`config.mk`:
```
export PLATFORM = sky130hd
export DESIGN_NAME = tcsc_ctrl
export DESIGN_NICKNAME = d
export VERILOG_FILES = /design/src/tcsc_pkg.sv /design/src/tcsc_plan_if.sv /design/src/tcsc_ctrl.sv /design/src/tcsc_state_calc.sv /design/src/tcsc_bus_gate.sv
export SDC_FILE = /design/constraint.sdc
export NUM_CORES = 1
export LEC_CHECK = 0
export BUFFER_PORTS_ARGS = -buffer_cell sky130_fd_sc_hd__buf_2
export CELL_PAD_IN_SITES_DETAIL_PLACEMENT = 0
export CELL_PAD_IN_SITES_GLOBAL_PLACEMENT = 1
export CORE_ASPECT_RATIO = 1.2
export CORE_MARGIN = 2
export CORE_UTILIZATION = 40
export CTS_CLUSTER_SIZE = 40
export DETAILED_ROUTE_END_ITERATION = 7
export GPL_ROUTABILITY_DRIVEN = 0
export GPL_TIMING_DRIVEN = 1
export MAX_ROUTING_LAYER = met4
export PLACE_DENSITY = 0.78
export SETUP_SLACK_MARGIN = 0.1
export SLEW_MARGIN = 25
export SYNTH_ARGS = -nofsm -noshare
export SYNTH_HDL_FRONTEND = slang
export SYNTH_SLANG_ARGS = --single-unit
```
`constraint.sdc`:
```
create_clock -name clock -period 2.8 [get_ports clock]
set_clock_uncertainty 0.2 [all_clocks]
set_input_delay 0.56 -clock clock [delete_from_list [all_inputs] [get_ports clock]]
set_output_delay 0.56 -clock clock [all_outputs]
set_load 0.05 [all_outputs]
```
`src/tcsc_pkg.sv`:
```
// Shared types and constants for the two-level cache state control block
package tcsc_pkg;

  // ----------------------------------------------------------------
  // Line geometry
  // ----------------------------------------------------------------
  localparam int LINE_BYTES = 32;
  localparam int BYTE_ADDR_W = 32;
  localparam int LINE_OFS_W = $clog2(LINE_BYTES);
  localparam int LINE_ADDR_W = BYTE_ADDR_W - LINE_OFS_W;
  localparam int SECTOR_SEL_BIT = 0;

  // ----------------------------------------------------------------
  // Line states and sequencer states
  // ----------------------------------------------------------------
  typedef enum logic [1:0] {
    MESI_I,
    MESI_S,
    MESI_E,
    MESI_M
  } tcsc_mesi_e;

  typedef enum logic [2:0] {
    ST_IDLE,
    ST_PLAN,
    ST_ISSUE,
    ST_DEMAND,
    ST_AFTER,
    ST_GAP,
    ST_MATE,
    ST_POSTWR
  } tcsc_state_e;

endpackage

```
`src/tcsc_plan_if.sv`:
```
// Access plan passed from the state decision logic to the sequencer
`timescale 1ns/1ps
interface tcsc_plan_if;
  logic burst;
  logic singleRead;
  logic singleWrite;
  logic prefetchMate;
  logic fillL1;
  logic fillL2;
  logic writeL1;
  logic writeL2;
  logic updL1;
  logic updL2;
  tcsc_pkg::tcsc_mesi_e l1New;
  tcsc_pkg::tcsc_mesi_e l2New;

  modport calc (
    output burst, singleRead, singleWrite, prefetchMate, fillL1, fillL2,
    output writeL1, writeL2, updL1, updL2, l1New, l2New
  );
  modport ctrl (
    input burst, singleRead, singleWrite, prefetchMate, fillL1, fillL2,
    input writeL1, writeL2, updL1, updL2, l1New, l2New
  );
endinterface

```
`src/tcsc_ctrl.sv`:
```
// Line fill and line state sequencer for a split L1 and unified L2 cache
// Contract
// - Hardware fill takes the demanded line first, then its sector mate.
// - Demand fill and mate prefetch are two 32-byte burst reads.
// - Wait states when not ready, higher priority pending, or next-address unseen.
// - Sampled address hold or back-off delays the following burst.
// - Software prefetch loads only the addressed line into data L1 and L2.
// - Uncacheable double miss read: one single read, both levels stay invalid.
// - Burst fill only with cacheable-cycle low and cache-enable sampled active.
// - Fill is exclusive if writethrough low and writeback input high, else shared.
// - Writeback input assumed constant per line; no reconciliation across accesses.
// - Instruction L1 treats exclusive and shared alike; four states M E S I.
// - L1 read miss, L2 hit: fill L1, copy E or S to both.
// - Modified L2 read: data L1 gets M, L2 E; instruction L1 E, L2 M.
// - Never exclusive in data L1 while modified in L2.
// - Non-allocating double write miss: one single write, both invalid.
// - Allocating writeback write miss: burst fill, write L1, L1 M and L2 E.
// - Allocating writethrough write miss: burst fill, write both, single write, shared.
// - Write hit shared L1: write plus bus write; E or M L1 becomes M.
// - Write hit shared in both: write both, bus write, states from writeback inputs.
// - Non-allocating L1 miss L2 hit write: L2 written, E or M to M, S adds write.
// - Allocating L1 miss on E or M L2: fill, write L1, M and E.
`timescale 1ns/1ps
module tcsc_ctrl #(
  parameter int ADDR_W = tcsc_pkg::LINE_ADDR_W
) (
  input wire logic clock,
  input wire logic rst_n,
  input wire logic reqValid,
  output logic reqReady,
  input wire logic reqWrite,
  input wire logic reqInstr,
  input wire logic reqSwPrefetch,
  input wire logic reqCacheable,
  input wire logic reqWriteAlloc,
  input wire logic reqPageWt,
  input wire logic [ADDR_W-1:0] reqLineAddr,
  input wire tcsc_pkg::tcsc_mesi_e reqL1State,
  input wire tcsc_pkg::tcsc_mesi_e reqL2State,
  output logic busReq,
  output logic [ADDR_W-1:0] busAddr,
  output logic busBurst,
  output logic busWrite,
  output logic cacheCycle_n,
  output logic pageWritethrough,
  input wire logic busReady,
  input wire logic busDone,
  input wire logic priorityPending,
  input wire logic nextCycleRequest_n,
  input wire logic addrBusHold,
  input wire logic busBackoff_n,
  input wire logic lineCacheEnable_n,
  input wire logic writebackNotWritethrough,
  output logic updValid,
  output logic [ADDR_W-1:0] updAddr,
  output tcsc_pkg::tcsc_mesi_e updL1State,
  output tcsc_pkg::tcsc_mesi_e updL2State,
  output logic updL1,
  output logic updL2,
  output logic updL1Write,
  output logic updL2Write,
  output logic updInstr,
  output logic opDone
);

  tcsc_plan_if plan ();

  tcsc_pkg::tcsc_state_e state_ff, nxt_state;
  logic wr_ff, nxt_wr;
  logic instr_ff, nxt_instr;
  logic sw_ff, nxt_sw;
  logic cach_ff, nxt_cach;
  logic alloc_ff, nxt_alloc;
  logic pwt_ff, nxt_pwt;
  logic [ADDR_W-1:0] addr_ff, nxt_addr;
  tcsc_pkg::tcsc_mesi_e l1_ff, nxt_l1;
  tcsc_pkg::tcsc_mesi_e l2_ff, nxt_l2;
  logic fillEx_ff, nxt_fillEx;
  logic kenOk_ff, nxt_kenOk;
  logic busReq_ff, nxt_busReq;
  logic [ADDR_W-1:0] busAddr_ff, nxt_busAddr;
  logic busBurst_ff, nxt_busBurst;
  logic busWrite_ff, nxt_busWrite;
  logic cacheN_ff, nxt_cacheN;
  logic updValid_ff, nxt_updValid;
  logic [ADDR_W-1:0] updAddr_ff, nxt_updAddr;
  tcsc_pkg::tcsc_mesi_e updL1St_ff, nxt_updL1St;
  tcsc_pkg::tcsc_mesi_e updL2St_ff, nxt_updL2St;
  logic updL1_ff, nxt_updL1;
  logic updL2_ff, nxt_updL2;
  logic updL1Wr_ff, nxt_updL1Wr;
  logic updL2Wr_ff, nxt_updL2Wr;
  logic opDone_ff, nxt_opDone;
  logic startOk;
  logic kenFail;
  logic fillNow;
  logic [ADDR_W-1:0] mateAddr;
  tcsc_pkg::tcsc_mesi_e fx;

  // ----------------------------------------------------------------
  // Submodules
  // ----------------------------------------------------------------
  tcsc_state_calc u_calc (
    .isWrite(wr_ff),
    .isInstr(instr_ff),
    .isSwPrefetch(sw_ff),
    .isCacheable(cach_ff),
    .writeAlloc(alloc_ff),
    .fillExcl(fillNow),
    .l1State(l1_ff),
    .l2State(l2_ff),
    .plan(plan.calc)
  );

  tcsc_bus_gate u_gate (
    .clock(clock),
    .rst_n(rst_n),
    .busReady(busReady),
    .priorityPending(priorityPending),
    .nextCycleRequest_n(nextCycleRequest_n),
    .addrBusHold(addrBusHold),
    .busBackoff_n(busBackoff_n),
    .inBurst((state_ff == tcsc_pkg::ST_DEMAND && busBurst_ff) || state_ff == tcsc_pkg::ST_AFTER),
    .between(state_ff == tcsc_pkg::ST_GAP),
    .startOk(startOk)
  );

  // Sector mate differs only in the line-select bit
  assign mateAddr = addr_ff ^ ADDR_W'(1 << tcsc_pkg::SECTOR_SEL_BIT);
  assign kenFail = plan.burst && !kenOk_ff;
  assign fx = fillEx_ff ? tcsc_pkg::MESI_E : tcsc_pkg::MESI_S;
  // Single cycles ending in the demand state report with the writeback sample taken at their own done
  assign fillNow = (state_ff == tcsc_pkg::ST_DEMAND) ? (!pwt_ff && writebackNotWritethrough)
    : fillEx_ff;
  assign reqReady = (state_ff == tcsc_pkg::ST_IDLE);

  // ----------------------------------------------------------------
  // Sequencer next state
  // ----------------------------------------------------------------
  always_comb begin
    nxt_state = state_ff;
    nxt_wr = wr_ff;
    nxt_instr = instr_ff;
    nxt_sw = sw_ff;
    nxt_cach = cach_ff;
    nxt_alloc = alloc_ff;
    nxt_pwt = pwt_ff;
    nxt_addr = addr_ff;
    nxt_l1 = l1_ff;
    nxt_l2 = l2_ff;
    nxt_fillEx = fillEx_ff;
    nxt_kenOk = kenOk_ff;
    nxt_busReq = busReq_ff;
    nxt_busAddr = busAddr_ff;
    nxt_busBurst = busBurst_ff;
    nxt_busWrite = busWrite_ff;
    nxt_cacheN = cacheN_ff;
    nxt_updValid = 1'b0;
    nxt_updAddr = updAddr_ff;
    nxt_updL1St = updL1St_ff;
    nxt_updL2St = updL2St_ff;
    nxt_updL1 = updL1_ff;
    nxt_updL2 = updL2_ff;
    nxt_updL1Wr = updL1Wr_ff;
    nxt_updL2Wr = updL2Wr_ff;
    nxt_opDone = 1'b0;
    case (state_ff)
      tcsc_pkg::ST_IDLE: begin
        if (reqValid) begin
          nxt_wr = reqWrite;
          nxt_instr = reqInstr && !reqSwPrefetch;
          nxt_sw = reqSwPrefetch;
          nxt_cach = reqCacheable;
          nxt_alloc = reqWriteAlloc;
          nxt_pwt = reqPageWt;
          nxt_addr = reqLineAddr;
          nxt_l1 = reqL1State;
          nxt_l2 = reqL2State;
          nxt_fillEx = 1'b0;
          nxt_kenOk = 1'b1;
          nxt_state = tcsc_pkg::ST_PLAN;
        end
      end
      tcsc_pkg::ST_PLAN: begin
        if (plan.burst || plan.singleRead || plan.singleWrite) begin
          nxt_state = tcsc_pkg::ST_ISSUE;
        end else begin
          nxt_updValid = 1'b1; // Hit served inside the caches
          nxt_opDone = 1'b1;
          nxt_state = tcsc_pkg::ST_IDLE;
        end
      end
      tcsc_pkg::ST_ISSUE: begin
        if (startOk) begin
          nxt_busReq = 1'b1;
          nxt_busAddr = addr_ff;
          nxt_busBurst = plan.burst;
          nxt_busWrite = !plan.burst && plan.singleWrite;
          nxt_cacheN = !plan.burst;
          nxt_state = tcsc_pkg::ST_DEMAND;
        end
      end
      tcsc_pkg::ST_DEMAND: begin
        if (busDone) begin
          nxt_busReq = 1'b0;
          nxt_fillEx = !pwt_ff && writebackNotWritethrough;
          if (busBurst_ff) begin
            nxt_kenOk = !lineCacheEnable_n;
            nxt_state = tcsc_pkg::ST_AFTER;
          end else begin
            nxt_updValid = 1'b1;
            nxt_opDone = 1'b1;
            nxt_state = tcsc_pkg::ST_IDLE;
          end
        end
      end
      tcsc_pkg::ST_AFTER: begin
        if (plan.singleWrite || (kenFail && wr_ff)) begin
          nxt_state = tcsc_pkg::ST_GAP;
        end else if (plan.prefetchMate && !kenFail) begin
          nxt_updValid = 1'b1;
          nxt_state = tcsc_pkg::ST_GAP;
        end else begin
          nxt_updValid = 1'b1;
          nxt_opDone = 1'b1;
          nxt_state = tcsc_pkg::ST_IDLE;
        end
      end
      tcsc_pkg::ST_GAP: begin
        if (startOk) begin
          nxt_busReq = 1'b1;
          nxt_cacheN = 1'b1;
          nxt_busBurst = 1'b0;
          nxt_busWrite = 1'b1;
          nxt_busAddr = addr_ff;
          nxt_state = tcsc_pkg::ST_POSTWR;
          if (!wr_ff) begin
            nxt_busAddr = mateAddr;
            nxt_busBurst = 1'b1;
            nxt_busWrite = 1'b0;
            nxt_cacheN = 1'b0;
            nxt_state = tcsc_pkg::ST_MATE;
          end
        end
      end
      tcsc_pkg::ST_MATE: begin
        if (busDone) begin
          nxt_busReq = 1'b0;
          nxt_updValid = 1'b1;
          nxt_opDone = 1'b1;
          nxt_updAddr = mateAddr;
          nxt_updL1 = !lineCacheEnable_n;
          nxt_updL2 = !lineCacheEnable_n;
          nxt_updL1Wr = 1'b0;
          nxt_updL2Wr = 1'b0;
          if (lineCacheEnable_n) begin
            nxt_updL1St = tcsc_pkg::MESI_I;
            nxt_updL2St = tcsc_pkg::MESI_I;
          end else if (!pwt_ff && writebackNotWritethrough) begin
            nxt_updL1St = tcsc_pkg::MESI_E;
            nxt_updL2St = tcsc_pkg::MESI_E;
          end else begin
            nxt_updL1St = tcsc_pkg::MESI_S;
            nxt_updL2St = tcsc_pkg::MESI_S;
          end
          nxt_state = tcsc_pkg::ST_IDLE;
        end
      end
      tcsc_pkg::ST_POSTWR: begin
        if (busDone) begin
          nxt_busReq = 1'b0;
          nxt_busWrite = 1'b0;
          nxt_updValid = 1'b1;
          nxt_opDone = 1'b1;
          nxt_state = tcsc_pkg::ST_IDLE;
        end
      end
      default: begin
        nxt_state = tcsc_pkg::ST_IDLE;
      end
    endcase
    // Report of the demanded line itself, a fill refused by cache enable reports no updates, L2 invalid and L1 invalid unless a shared instruction fill gives S
    if (nxt_updValid && state_ff != tcsc_pkg::ST_MATE) begin
      nxt_updAddr = addr_ff;
      nxt_updL1St = kenFail ? tcsc_pkg::MESI_I : plan.l1New;
      nxt_updL2St = kenFail ? tcsc_pkg::MESI_I : plan.l2New;
      nxt_updL1 = plan.updL1 && !kenFail;
      nxt_updL2 = plan.updL2 && !kenFail;
      nxt_updL1Wr = plan.writeL1 && !kenFail;
      nxt_updL2Wr = plan.writeL2 && !kenFail;
      if (plan.updL1 && plan.l1New == tcsc_pkg::MESI_S && !wr_ff && instr_ff) begin
        nxt_updL1St = fx;
      end
    end
  end

  // ----------------------------------------------------------------
  // Sequencer registers
  // ----------------------------------------------------------------
  always_ff @(posedge clock or negedge rst_n) begin
    if (!rst_n) begin
      state_ff <= tcsc_pkg::ST_IDLE;
      wr_ff <= 1'b0;
      instr_ff <= 1'b0;
      sw_ff <= 1'b0;
      cach_ff <= 1'b0;
      alloc_ff <= 1'b0;
      pwt_ff <= 1'b0;
      addr_ff <= '0;
      l1_ff <= tcsc_pkg::MESI_I;
      l2_ff <= tcsc_pkg::MESI_I;
      fillEx_ff <= 1'b0;
      kenOk_ff <= 1'b1;
      busReq_ff <= 1'b0;
      busAddr_ff <= '0;
      busBurst_ff <= 1'b0;
      busWrite_ff <= 1'b0;
      cacheN_ff <= 1'b1;
      updValid_ff <= 1'b0;
      updAddr_ff <= '0;
      updL1St_ff <= tcsc_pkg::MESI_I;
      updL2St_ff <= tcsc_pkg::MESI_I;
      updL1_ff <= 1'b0;
      updL2_ff <= 1'b0;
      updL1Wr_ff <= 1'b0;
      updL2Wr_ff <= 1'b0;
      opDone_ff <= 1'b0;
    end else begin
      state_ff <= nxt_state;
      wr_ff <= nxt_wr;
      instr_ff <= nxt_instr;
      sw_ff <= nxt_sw;
      cach_ff <= nxt_cach;
      alloc_ff <= nxt_alloc;
      pwt_ff <= nxt_pwt;
      addr_ff <= nxt_addr;
      l1_ff <= nxt_l1;
      l2_ff <= nxt_l2;
      fillEx_ff <= nxt_fillEx;
      kenOk_ff <= nxt_kenOk;
      busReq_ff <= nxt_busReq;
      busAddr_ff <= nxt_busAddr;
      busBurst_ff <= nxt_busBurst;
      busWrite_ff <= nxt_busWrite;
      cacheN_ff <= nxt_cacheN;
      updValid_ff <= nxt_updValid;
      updAddr_ff <= nxt_updAddr;
      updL1St_ff <= nxt_updL1St;
      updL2St_ff <= nxt_updL2St;
      updL1_ff <= nxt_updL1;
      updL2_ff <= nxt_updL2;
      updL1Wr_ff <= nxt_updL1Wr;
      updL2Wr_ff <= nxt_updL2Wr;
      opDone_ff <= nxt_opDone;
    end
  end

  // ----------------------------------------------------------------
  // Outputs
  // ----------------------------------------------------------------
  assign busReq = busReq_ff;
  assign busAddr = busAddr_ff;
  assign busBurst = busBurst_ff;
  assign busWrite = busWrite_ff;
  assign cacheCycle_n = cacheN_ff;
  assign pageWritethrough = pwt_ff;
  assign updValid = updValid_ff;
  assign updAddr = updAddr_ff;
  assign updL1State = updL1St_ff;
  assign updL2State = updL2St_ff;
  assign updL1 = updL1_ff;
  assign updL2 = updL2_ff;
  assign updL1Write = updL1Wr_ff;
  assign updL2Write = updL2Wr_ff;
  assign updInstr = instr_ff;
  assign opDone = opDone_ff;

endmodule

```
`src/tcsc_state_calc.sv`:
```
// Access plan and final line states from the looked-up states
`timescale 1ns/1ps
module tcsc_state_calc (
  input wire logic isWrite,
  input wire logic isInstr,
  input wire logic isSwPrefetch,
  input wire logic isCacheable,
  input wire logic writeAlloc,
  input wire logic fillExcl,
  input wire tcsc_pkg::tcsc_mesi_e l1State,
  input wire tcsc_pkg::tcsc_mesi_e l2State,
  tcsc_plan_if.calc plan
);

  tcsc_pkg::tcsc_mesi_e fx;

  // ----------------------------------------------------------------
  // Decision table
  // ----------------------------------------------------------------
  always_comb begin
    fx = fillExcl ? tcsc_pkg::MESI_E : tcsc_pkg::MESI_S;
    plan.burst = 1'b0;
    plan.singleRead = 1'b0;
    plan.singleWrite = 1'b0;
    plan.prefetchMate = 1'b0;
    plan.fillL1 = 1'b0;
    plan.fillL2 = 1'b0;
    plan.writeL1 = 1'b0;
    plan.writeL2 = 1'b0;
    plan.updL1 = 1'b0;
    plan.updL2 = 1'b0;
    plan.l1New = l1State;
    plan.l2New = l2State;
    if (!isWrite) begin
      if (l1State != tcsc_pkg::MESI_I) begin
        plan.l1New = l1State; // Read hit, nothing changes
      end else if (l2State == tcsc_pkg::MESI_I) begin
        if (isCacheable) begin
          plan.burst = 1'b1;
          plan.fillL1 = 1'b1;
          plan.fillL2 = 1'b1;
          plan.updL1 = 1'b1;
          plan.updL2 = 1'b1;
          plan.l1New = fx;
          plan.l2New = fx;
          plan.prefetchMate = !isSwPrefetch;
        end else begin
          plan.singleRead = 1'b1;
          plan.l1New = tcsc_pkg::MESI_I;
          plan.l2New = tcsc_pkg::MESI_I;
        end
      end else begin
        plan.fillL1 = 1'b1;
        plan.updL1 = 1'b1;
        plan.updL2 = 1'b1;
        plan.l1New = l2State;
        plan.l2New = l2State;
        if (l2State == tcsc_pkg::MESI_M) begin
          if (isInstr) begin
            plan.l1New = tcsc_pkg::MESI_E;
            plan.l2New = tcsc_pkg::MESI_M;
          end else begin
            plan.l1New = tcsc_pkg::MESI_M;
            plan.l2New = tcsc_pkg::MESI_E;
          end
        end
      end
    end else if (l1State == tcsc_pkg::MESI_S) begin
      plan.writeL1 = 1'b1;
      plan.singleWrite = 1'b1;
      plan.updL1 = 1'b1;
      plan.l1New = fx;
      if (l2State == tcsc_pkg::MESI_S) begin
        plan.writeL2 = 1'b1;
        plan.updL2 = 1'b1;
        plan.l2New = fx;
      end
    end else if (l1State != tcsc_pkg::MESI_I) begin
      plan.writeL1 = 1'b1;
      plan.updL1 = 1'b1;
      plan.l1New = tcsc_pkg::MESI_M;
    end else if (l2State == tcsc_pkg::MESI_I) begin
      if (writeAlloc && isCacheable) begin
        plan.burst = 1'b1;
        plan.fillL1 = 1'b1;
        plan.fillL2 = 1'b1;
        plan.writeL1 = 1'b1;
        plan.updL1 = 1'b1;
        plan.updL2 = 1'b1;
        if (fillExcl) begin
          plan.l1New = tcsc_pkg::MESI_M;
          plan.l2New = tcsc_pkg::MESI_E;
        end else begin
          plan.writeL2 = 1'b1;
          plan.singleWrite = 1'b1;
          plan.l1New = tcsc_pkg::MESI_S;
          plan.l2New = tcsc_pkg::MESI_S;
        end
      end else begin
        plan.singleWrite = 1'b1;
        plan.l1New = tcsc_pkg::MESI_I;
        plan.l2New = tcsc_pkg::MESI_I;
      end
    end else if (l2State == tcsc_pkg::MESI_S) begin
      plan.writeL2 = 1'b1;
      plan.singleWrite = 1'b1;
      plan.updL2 = 1'b1;
      plan.l2New = fx;
      if (writeAlloc) begin
        plan.fillL1 = 1'b1;
        plan.updL1 = 1'b1;
        plan.l1New = fx;
      end
    end else if (writeAlloc) begin
      plan.fillL1 = 1'b1;
      plan.writeL1 = 1'b1;
      plan.updL1 = 1'b1;
      plan.updL2 = 1'b1;
      plan.l1New = tcsc_pkg::MESI_M;
      plan.l2New = tcsc_pkg::MESI_E;
    end else begin
      plan.writeL2 = 1'b1;
      plan.updL2 = 1'b1;
      plan.l2New = tcsc_pkg::MESI_M;
    end
  end

endmodule

```
`src/tcsc_bus_gate.sv`:
```
// Start permission for a new bus cycle, with wait states between bursts
`timescale 1ns/1ps
module tcsc_bus_gate (
  input wire logic clock,
  input wire logic rst_n,
  input wire logic busReady,
  input wire logic priorityPending,
  input wire logic nextCycleRequest_n,
  input wire logic addrBusHold,
  input wire logic busBackoff_n,
  input wire logic inBurst,
  input wire logic between,
  output logic startOk
);

  logic naSeen_ff;
  logic nxt_naSeen;
  logic waited_ff;
  logic nxt_waited;

  // ----------------------------------------------------------------
  // Pipelining permission and forced wait state
  // ----------------------------------------------------------------
  always_comb begin
    nxt_naSeen = naSeen_ff;
    nxt_waited = 1'b0;
    if (inBurst && !nextCycleRequest_n) begin
      nxt_naSeen = 1'b1;
    end
    if (addrBusHold || !busBackoff_n) begin
      nxt_naSeen = 1'b0;
    end
    if (!inBurst && !between) begin
      nxt_naSeen = 1'b0;
    end
    if (between) begin
      nxt_waited = 1'b1;
    end
  end

  // Any hold, back-off or priority access stalls; a missing next-address costs one wait state in the gap
  assign startOk = busReady && !priorityPending && !addrBusHold && busBackoff_n
    && (!between || naSeen_ff || waited_ff);

  always_ff @(posedge clock or negedge rst_n) begin
    if (!rst_n) begin
      naSeen_ff <= 1'b0;
      waited_ff <= 1'b0;
    end else begin
      naSeen_ff <= nxt_naSeen;
      waited_ff <= nxt_waited;
    end
  end

endmodule

```
* Word level (Yosys, flattened, before mapping)
Index checks and enable logic that the tools add are counted.
Operators by class: $add $sub $neg 0, multiply operators 0, divide/modulo/power cells 0, $lt $le $gt $ge 0, equal/unequal tests 21, shifts and indexed selects 0, muxes and demuxes 142, bitwise operators 1, reductions and logical operators 64
Operator list (number):
- two-way mux 27 bit | 5
- two-way mux 1 bit | 84
- two-way mux 2 bit | 35
- case mux 27 bit (2 select lines) | 1
- two-way mux 3 bit | 8
- logical AND 1 bit | 22
- case mux 3 bit (7 select lines) | 1
- logical NOT 1 bit | 14
- equality test 3 bit (second input constant) | 4
- inequality test 2 bit (second input constant) | 6
- nonzero test 2 bit | 6
- case mux 1 bit (2 select lines) | 5
- AND reduction 3 bit | 3
- case mux 1 bit (4 select lines) | 2
- AND reduction 4 bit | 2
- logical OR 1 bit | 7
- equality test 2 x 1 -> 1 bit (second input constant) | 3
- equality test 3 x 2 -> 1 bit (second input constant) | 2
- inequality test 2 x 1 -> 1 bit (second input constant) | 3
- nonzero test 3 bit | 2
- AND reduction 5 bit | 1
- AND reduction 2 bit | 2
- OR reduction 2 bit | 2
- equality test 3 x 1 -> 1 bit (second input constant) | 1
- 7 further kinds | 7
Word-level totals: flip-flop bits (word level) 112, latch bits 0, RAM bits 0, memory bits (read-only) 0, bits of input ports 48, memories 0

* Logic depth before layout (Yosys ltp)
depth in word-level cells 16, depth in mapped cells 9, gate-level depth less buffers 6

* Cells and area by module
Synthesis repeated with hierarchy kept, for this count alone.
Unflattened totals: cells, all modules 457, area total of the unflattened synthesis 5019.8 µm²
Modules (own cells, without submodules):
- tcsc_ctrl | instances 1, cells each 389, area each 4566.9 µm²
- tcsc_state_calc | instances 1, cells each 58, area each 349.1 µm²
- tcsc_bus_gate | instances 1, cells each 10, area each 103.8 µm²

* Worst setup path after synthesis
Ideal clock, no wire load.
path type register to register, start register state_ff[2], end register addr_ff[3], library setup time 0.128 ns, arrival time 2.554 ns, data required time 2.472 ns, path slack -0.082 ns, stages on the path, launching flop included 8, period minus slack after synthesis 2.882 ns, cell sequence dfrtp_1 buf_2 or2_1 nor2_1 and2_1 clkbuf_1 clkbuf_1 mux2_1
On the way: cells in the longest elaborated chain, start to end 2
Ends and longest elaborated chain:
- from (decl) | line tcsc_ctrl.sv:68 | tcsc_pkg::tcsc_state_e state_ff, nxt_state;
- from (signal assigned) | line tcsc_ctrl.sv:302 | state_ff <= tcsc_pkg::ST_IDLE;
- from (signal assigned) | line tcsc_ctrl.sv:329 | state_ff <= nxt_state;
- logical NOT 3 bit
- net reqReady | line tcsc_ctrl.sv:30 | output logic reqReady,
- AND reduction 2 bit (no line)
- to (signal assigned) | line tcsc_ctrl.sv:336 | addr_ff <= nxt_addr;
- to (decl) | line tcsc_ctrl.sv:75 | logic [ADDR_W-1:0] addr_ff, nxt_addr;
The timed path passes the listed nets, and every way through them passes these cells. A chain may end at the register's enable or synchronous reset.

* Final worst setup path
start register state_ff[1], end register updAddr_ff[17] (netlist: updAddr[17])
On the way: cells in the longest elaborated chain, start to end 14
Ends and longest elaborated chain:
- equality test 3 x 2 -> 1 bit | line tcsc_ctrl.sv:133, tcsc_ctrl.sv:167
- two-way mux 1 bit | line tcsc_ctrl.sv:133 | assign fillNow = (state_ff == tcsc_pkg::ST_DEMAND) ? (!pwt_ff && writebackNotWritethrough)
- two-way mux 1 bit | line tcsc_state_calc.sv:90 | if (fillExcl) begin
- two-way mux 1 bit | line tcsc_state_calc.sv:83 | if (writeAlloc && isCacheable) begin
- two-way mux 1 bit | line tcsc_state_calc.sv:82 | end else if (l2State == tcsc_pkg::MESI_I) begin
- two-way mux 1 bit | line tcsc_state_calc.sv:78 | end else if (l1State != tcsc_pkg::MESI_I) begin
- two-way mux 1 bit | line tcsc_state_calc.sv:68 | end else if (l1State == tcsc_pkg::MESI_S) begin
- two-way mux 1 bit | line tcsc_state_calc.sv:34 | if (!isWrite) begin
- logical OR 1 bit, on equally long branches | line tcsc_ctrl.sv:218, tcsc_ctrl.sv:185
- two-way mux 1 bit, on equally long branches | line tcsc_ctrl.sv:218, tcsc_ctrl.sv:185
- case mux 1 bit (4 select lines) | line tcsc_ctrl.sv:167 | case (state_ff)
- logical AND 1 bit | line tcsc_ctrl.sv:283 | if (nxt_updValid && state_ff != tcsc_pkg::ST_MATE) begin
- nonzero test 2 bit (no line)
- AND reduction 2 bit (no line)
- to (signal assigned) | line tcsc_ctrl.sv:347 | updAddr_ff <= nxt_updAddr;
- to (decl) | line tcsc_ctrl.sv:86 | logic [ADDR_W-1:0] updAddr_ff, nxt_updAddr;
Several ways; a longest one is shown, not always the timed one.

==> flow_metrics.tcl <==
set metrics [dict create \
    io-pin-count 119 \
    hold_depth 2 \
    status "finished, final reports clean" \
    drv_cap 0 \
    die_h_um 127 \
    final_nets 585 \
    synth_seq_area_share_pct 56.0 \
    cpPeakStageDelay_ps 480 \
    rows 44 \
    synth_enable_flop_cells 0 \
    synth_area_leaders "dfrtp_1, mux2_2, mux2_1" \
    cts_made_buffers 9 \
    ys.flop_type "dfrtp_1" \
    vias 3690 \
    drive_gt1_share_pct 41.0 \
    post-route-min-period_ps 2470 \
    arrival_ps 2500 \
    track_usage_pct 18.7 \
    numPortBuffers 118 \
    cp_max_fo 20 \
    met2WireLength_um 5850 \
    hold_viol 0 \
    slew_headroom_pct 59.3 \
    clkLatencyLatePin_ps 340 \
    cts_tree "done" \
    finalWirelength_um 11600 \
    grt_pass1_wl_um 19500 \
    grt_pass1_vias 3954 \
    wl_met1_um 4970 \
    syn_to_final_growth_pct 24.4 \
    dr.first_iter.drc_count 154 \
    syn-num-nets 456 \
    htreeDepth 3 \
    wl_per_cell_um 16.5 \
    syn_inst 408 \
    slew_viol_final 0 \
    rsz0062_at_grt "no" \
    core_area_sq_um 12200 \
    hold_start "addrBusHold" \
    r2r_slack_ps 330 \
    drtAntennaViolNets 0 \
    max_freq_mhz 404 \
    die_w_um 106 \
    start_kind "register" \
    grt_max_degree 45 \
    ys_async_sr_fraction_pct 100 \
    setup_viol 0 \
    period_share_pct 88.3 \
    synth_area_sq_um 5010 \
    ys_warn_count 0 \
    start_util_pct 41.2 \
    cts_buffer_depth 2 \
    synth_top_cell_by_area "dfrtp_1" \
    avgSynthCellArea_sq_um 12.3 \
    synth_seq_cells 112 \
    drtPass1Iterations 4 \
    endpoint_kind "register" \
    path_cells "and3b_1 > mux2i_1 > o311a_1 > o21a_2 > buf_4 > mux2_1" \
    clk_pin_slew_ps 80 \
    cts_resized 0 \
    synth_top_area_share_pct 54.9 \
    cts_root_buffer "clkbuf_16" \
    cp.required_ps 2820 \
    cts.sinks 112 \
    route.detailed.drc 0 \
    post_cts_buffers 0 \
    synthDistinctLibCells 62 \
    worstMarginPinSlew_ps 602 \
    r2r-start "state_ff[1]" \
    worstHoldPathType "input pin to register" \
    holdPathEnd "u_gate.naSeen_ff" \
    path_class "register to register" \
    fin_ws_ps 326 \
    dp_slack_ps 237 \
    overflow 0 \
    setup_tns_ps 0 \
    hpwl_um 8460 \
    wl_met3_um 657 \
    rr_worst_depth 6 \
    viasPerCell 5.24 \
    top_layer_used "met4" \
    worstReg2RegEnd "updAddr[17]" \
    die-area_sq_um 13400 \
    crit_slowest_cell "dfrtp_1" \
    antenna_found_initial 1 \
]
==> final cells by class <==
type                            instances  area, sq um
Timing Repair Buffer                  145          836
Antenna cell                            1         2.50
Clock inverter                          6         62.6
Sequential cell                       112         2810
Multi-Input combinational cell        259         2060
Fill cell                            1078         5930
Clock buffer                           10          229
Tap cell                              161          201
Inverter                               10         37.5
==> cell usage after synthesis (4+ instances only) <==
| library cell | instances |
|---|---|
| buf_2 | 8 |
| inv_1 | 9 |
| nor2b_1 | 4 |
| o21ai_0 | 14 |
| o211ai_1 | 5 |
| o21ai_1 | 6 |
| nand3_1 | 7 |
| dfrtp_1 | 110 |
| o21a_1 | 4 |
| a21o_1 | 7 |
| nor2_1 | 21 |
| mux2_1 | 35 |
| a211oi_1 | 4 |
| mux2_2 | 53 |
| nand2_1 | 19 |
| nand2b_1 | 8 |
| clkbuf_1 | 17 |
| a21oi_1 | 15 |
==> how the worst max path moves through the flow <==
stage,from,end,slack [ps],depth (start not counted)
6_report,state_ff[1],updAddr[17],330,6
5_1_grt,state_ff[1],updAddr[20],180,6
4_1_cts,state_ff[1],updAddr[17],320,6
3_5_place_dp,writebackNotWritethrough,updAddr[19],240,7
3_3_place_gp,writebackNotWritethrough,updAddr[18],270,7
2_1_floorplan,state_ff[2],addr_ff[3],170,7
==> layer usage <==
metal / up-vias / track usage (%)
met3: 13 / 4.93
li1: 1742 / -
met1: 1835 / 23.1
met5: - / -
met4: 0 / 5.34
met2: 100 / 30.4
==> kinds of logic after synthesis <==
group	share of synthesized area, %
multiplexers	20.4
flip-flops	56.0
AO/OA/AOI/OAI	12.0
AND/OR/NAND/NOR	8.26
buffers and inverters	3.20
XOR/XNOR	0.175
==> worst max-delay path: cells and delay by family (launching register included) <==
family	cells	cell delay (ps)
compound gates	2	430
buf+inv	1	320
flops	1	480
mux	2	620
simple gates	1	310
==> state kept, by name (all words and copies together) (netlist names), 2 cells and up <==
name and cells:
updL2State 2, state_ff 3, busAddr 27, l1_ff 2, l2_ff 2, addr_ff 27, updL1State 2, updAddr 27
==> placed cells by master, fill, tap and decap left out, types with 2 or more instances in the layout <==
cell type and instances:
buf_2 117, dfrtp_1 110, mux2_2 53, mux2_1 35, buf_4 24, nor2_1 20
nand2_1 19, o21ai_0 14, a21oi_1 14, inv_1 9, clkbuf_16 9, nand2b_1 8
a21o_1 7, nand3_1 7, o21ai_1 6, o211ai_1 5, nor2b_1 4, a211oi_1 4
mux2i_1 3, nor3_1 3, o21a_1 3, a22oi_1 3, buf_12 3, nand3b_1 2
nor4b_1 2, o22ai_1 2, a2bb2oi_1 2, a311oi_1 2, o31ai_1 2, a41oi_1 2
a32oi_1 2, or3_1 2, a2111oi_0 2, nor4_1 2, dfstp_2 2, inv_6 2
clkinv_4 2
==> stage by stage <==
| step | area (sq um) | utilization [%] | hold WS (ps) | std cells |
|---|---|---|---|---|
| 5_1_grt | 6240 | 51.3 | 186 | 704 |
| 2_1_floorplan | 5010 | - | 64.4 | 408 |
| 3_3_place_gp | 5930 | 48.8 | 266 | 686 |
| 6_report | 6240 | 51.3 | 195 | 704 |
| 3_5_place_dp | 5930 | 48.8 | 269 | 686 |
| 4_1_cts | 6230 | 51.2 | 181 | 703 |
==> repair_timing <==
item | in CTS | in global routing
hold buffers | 1 | 0
hold endpoints to repair | 26 | 0
endpoints found under the setup margin | 0 | 0
Power is left out: the tool's default activity adds up to more than one toggle a clock period on the data nets, which glitch-free logic cannot reach.
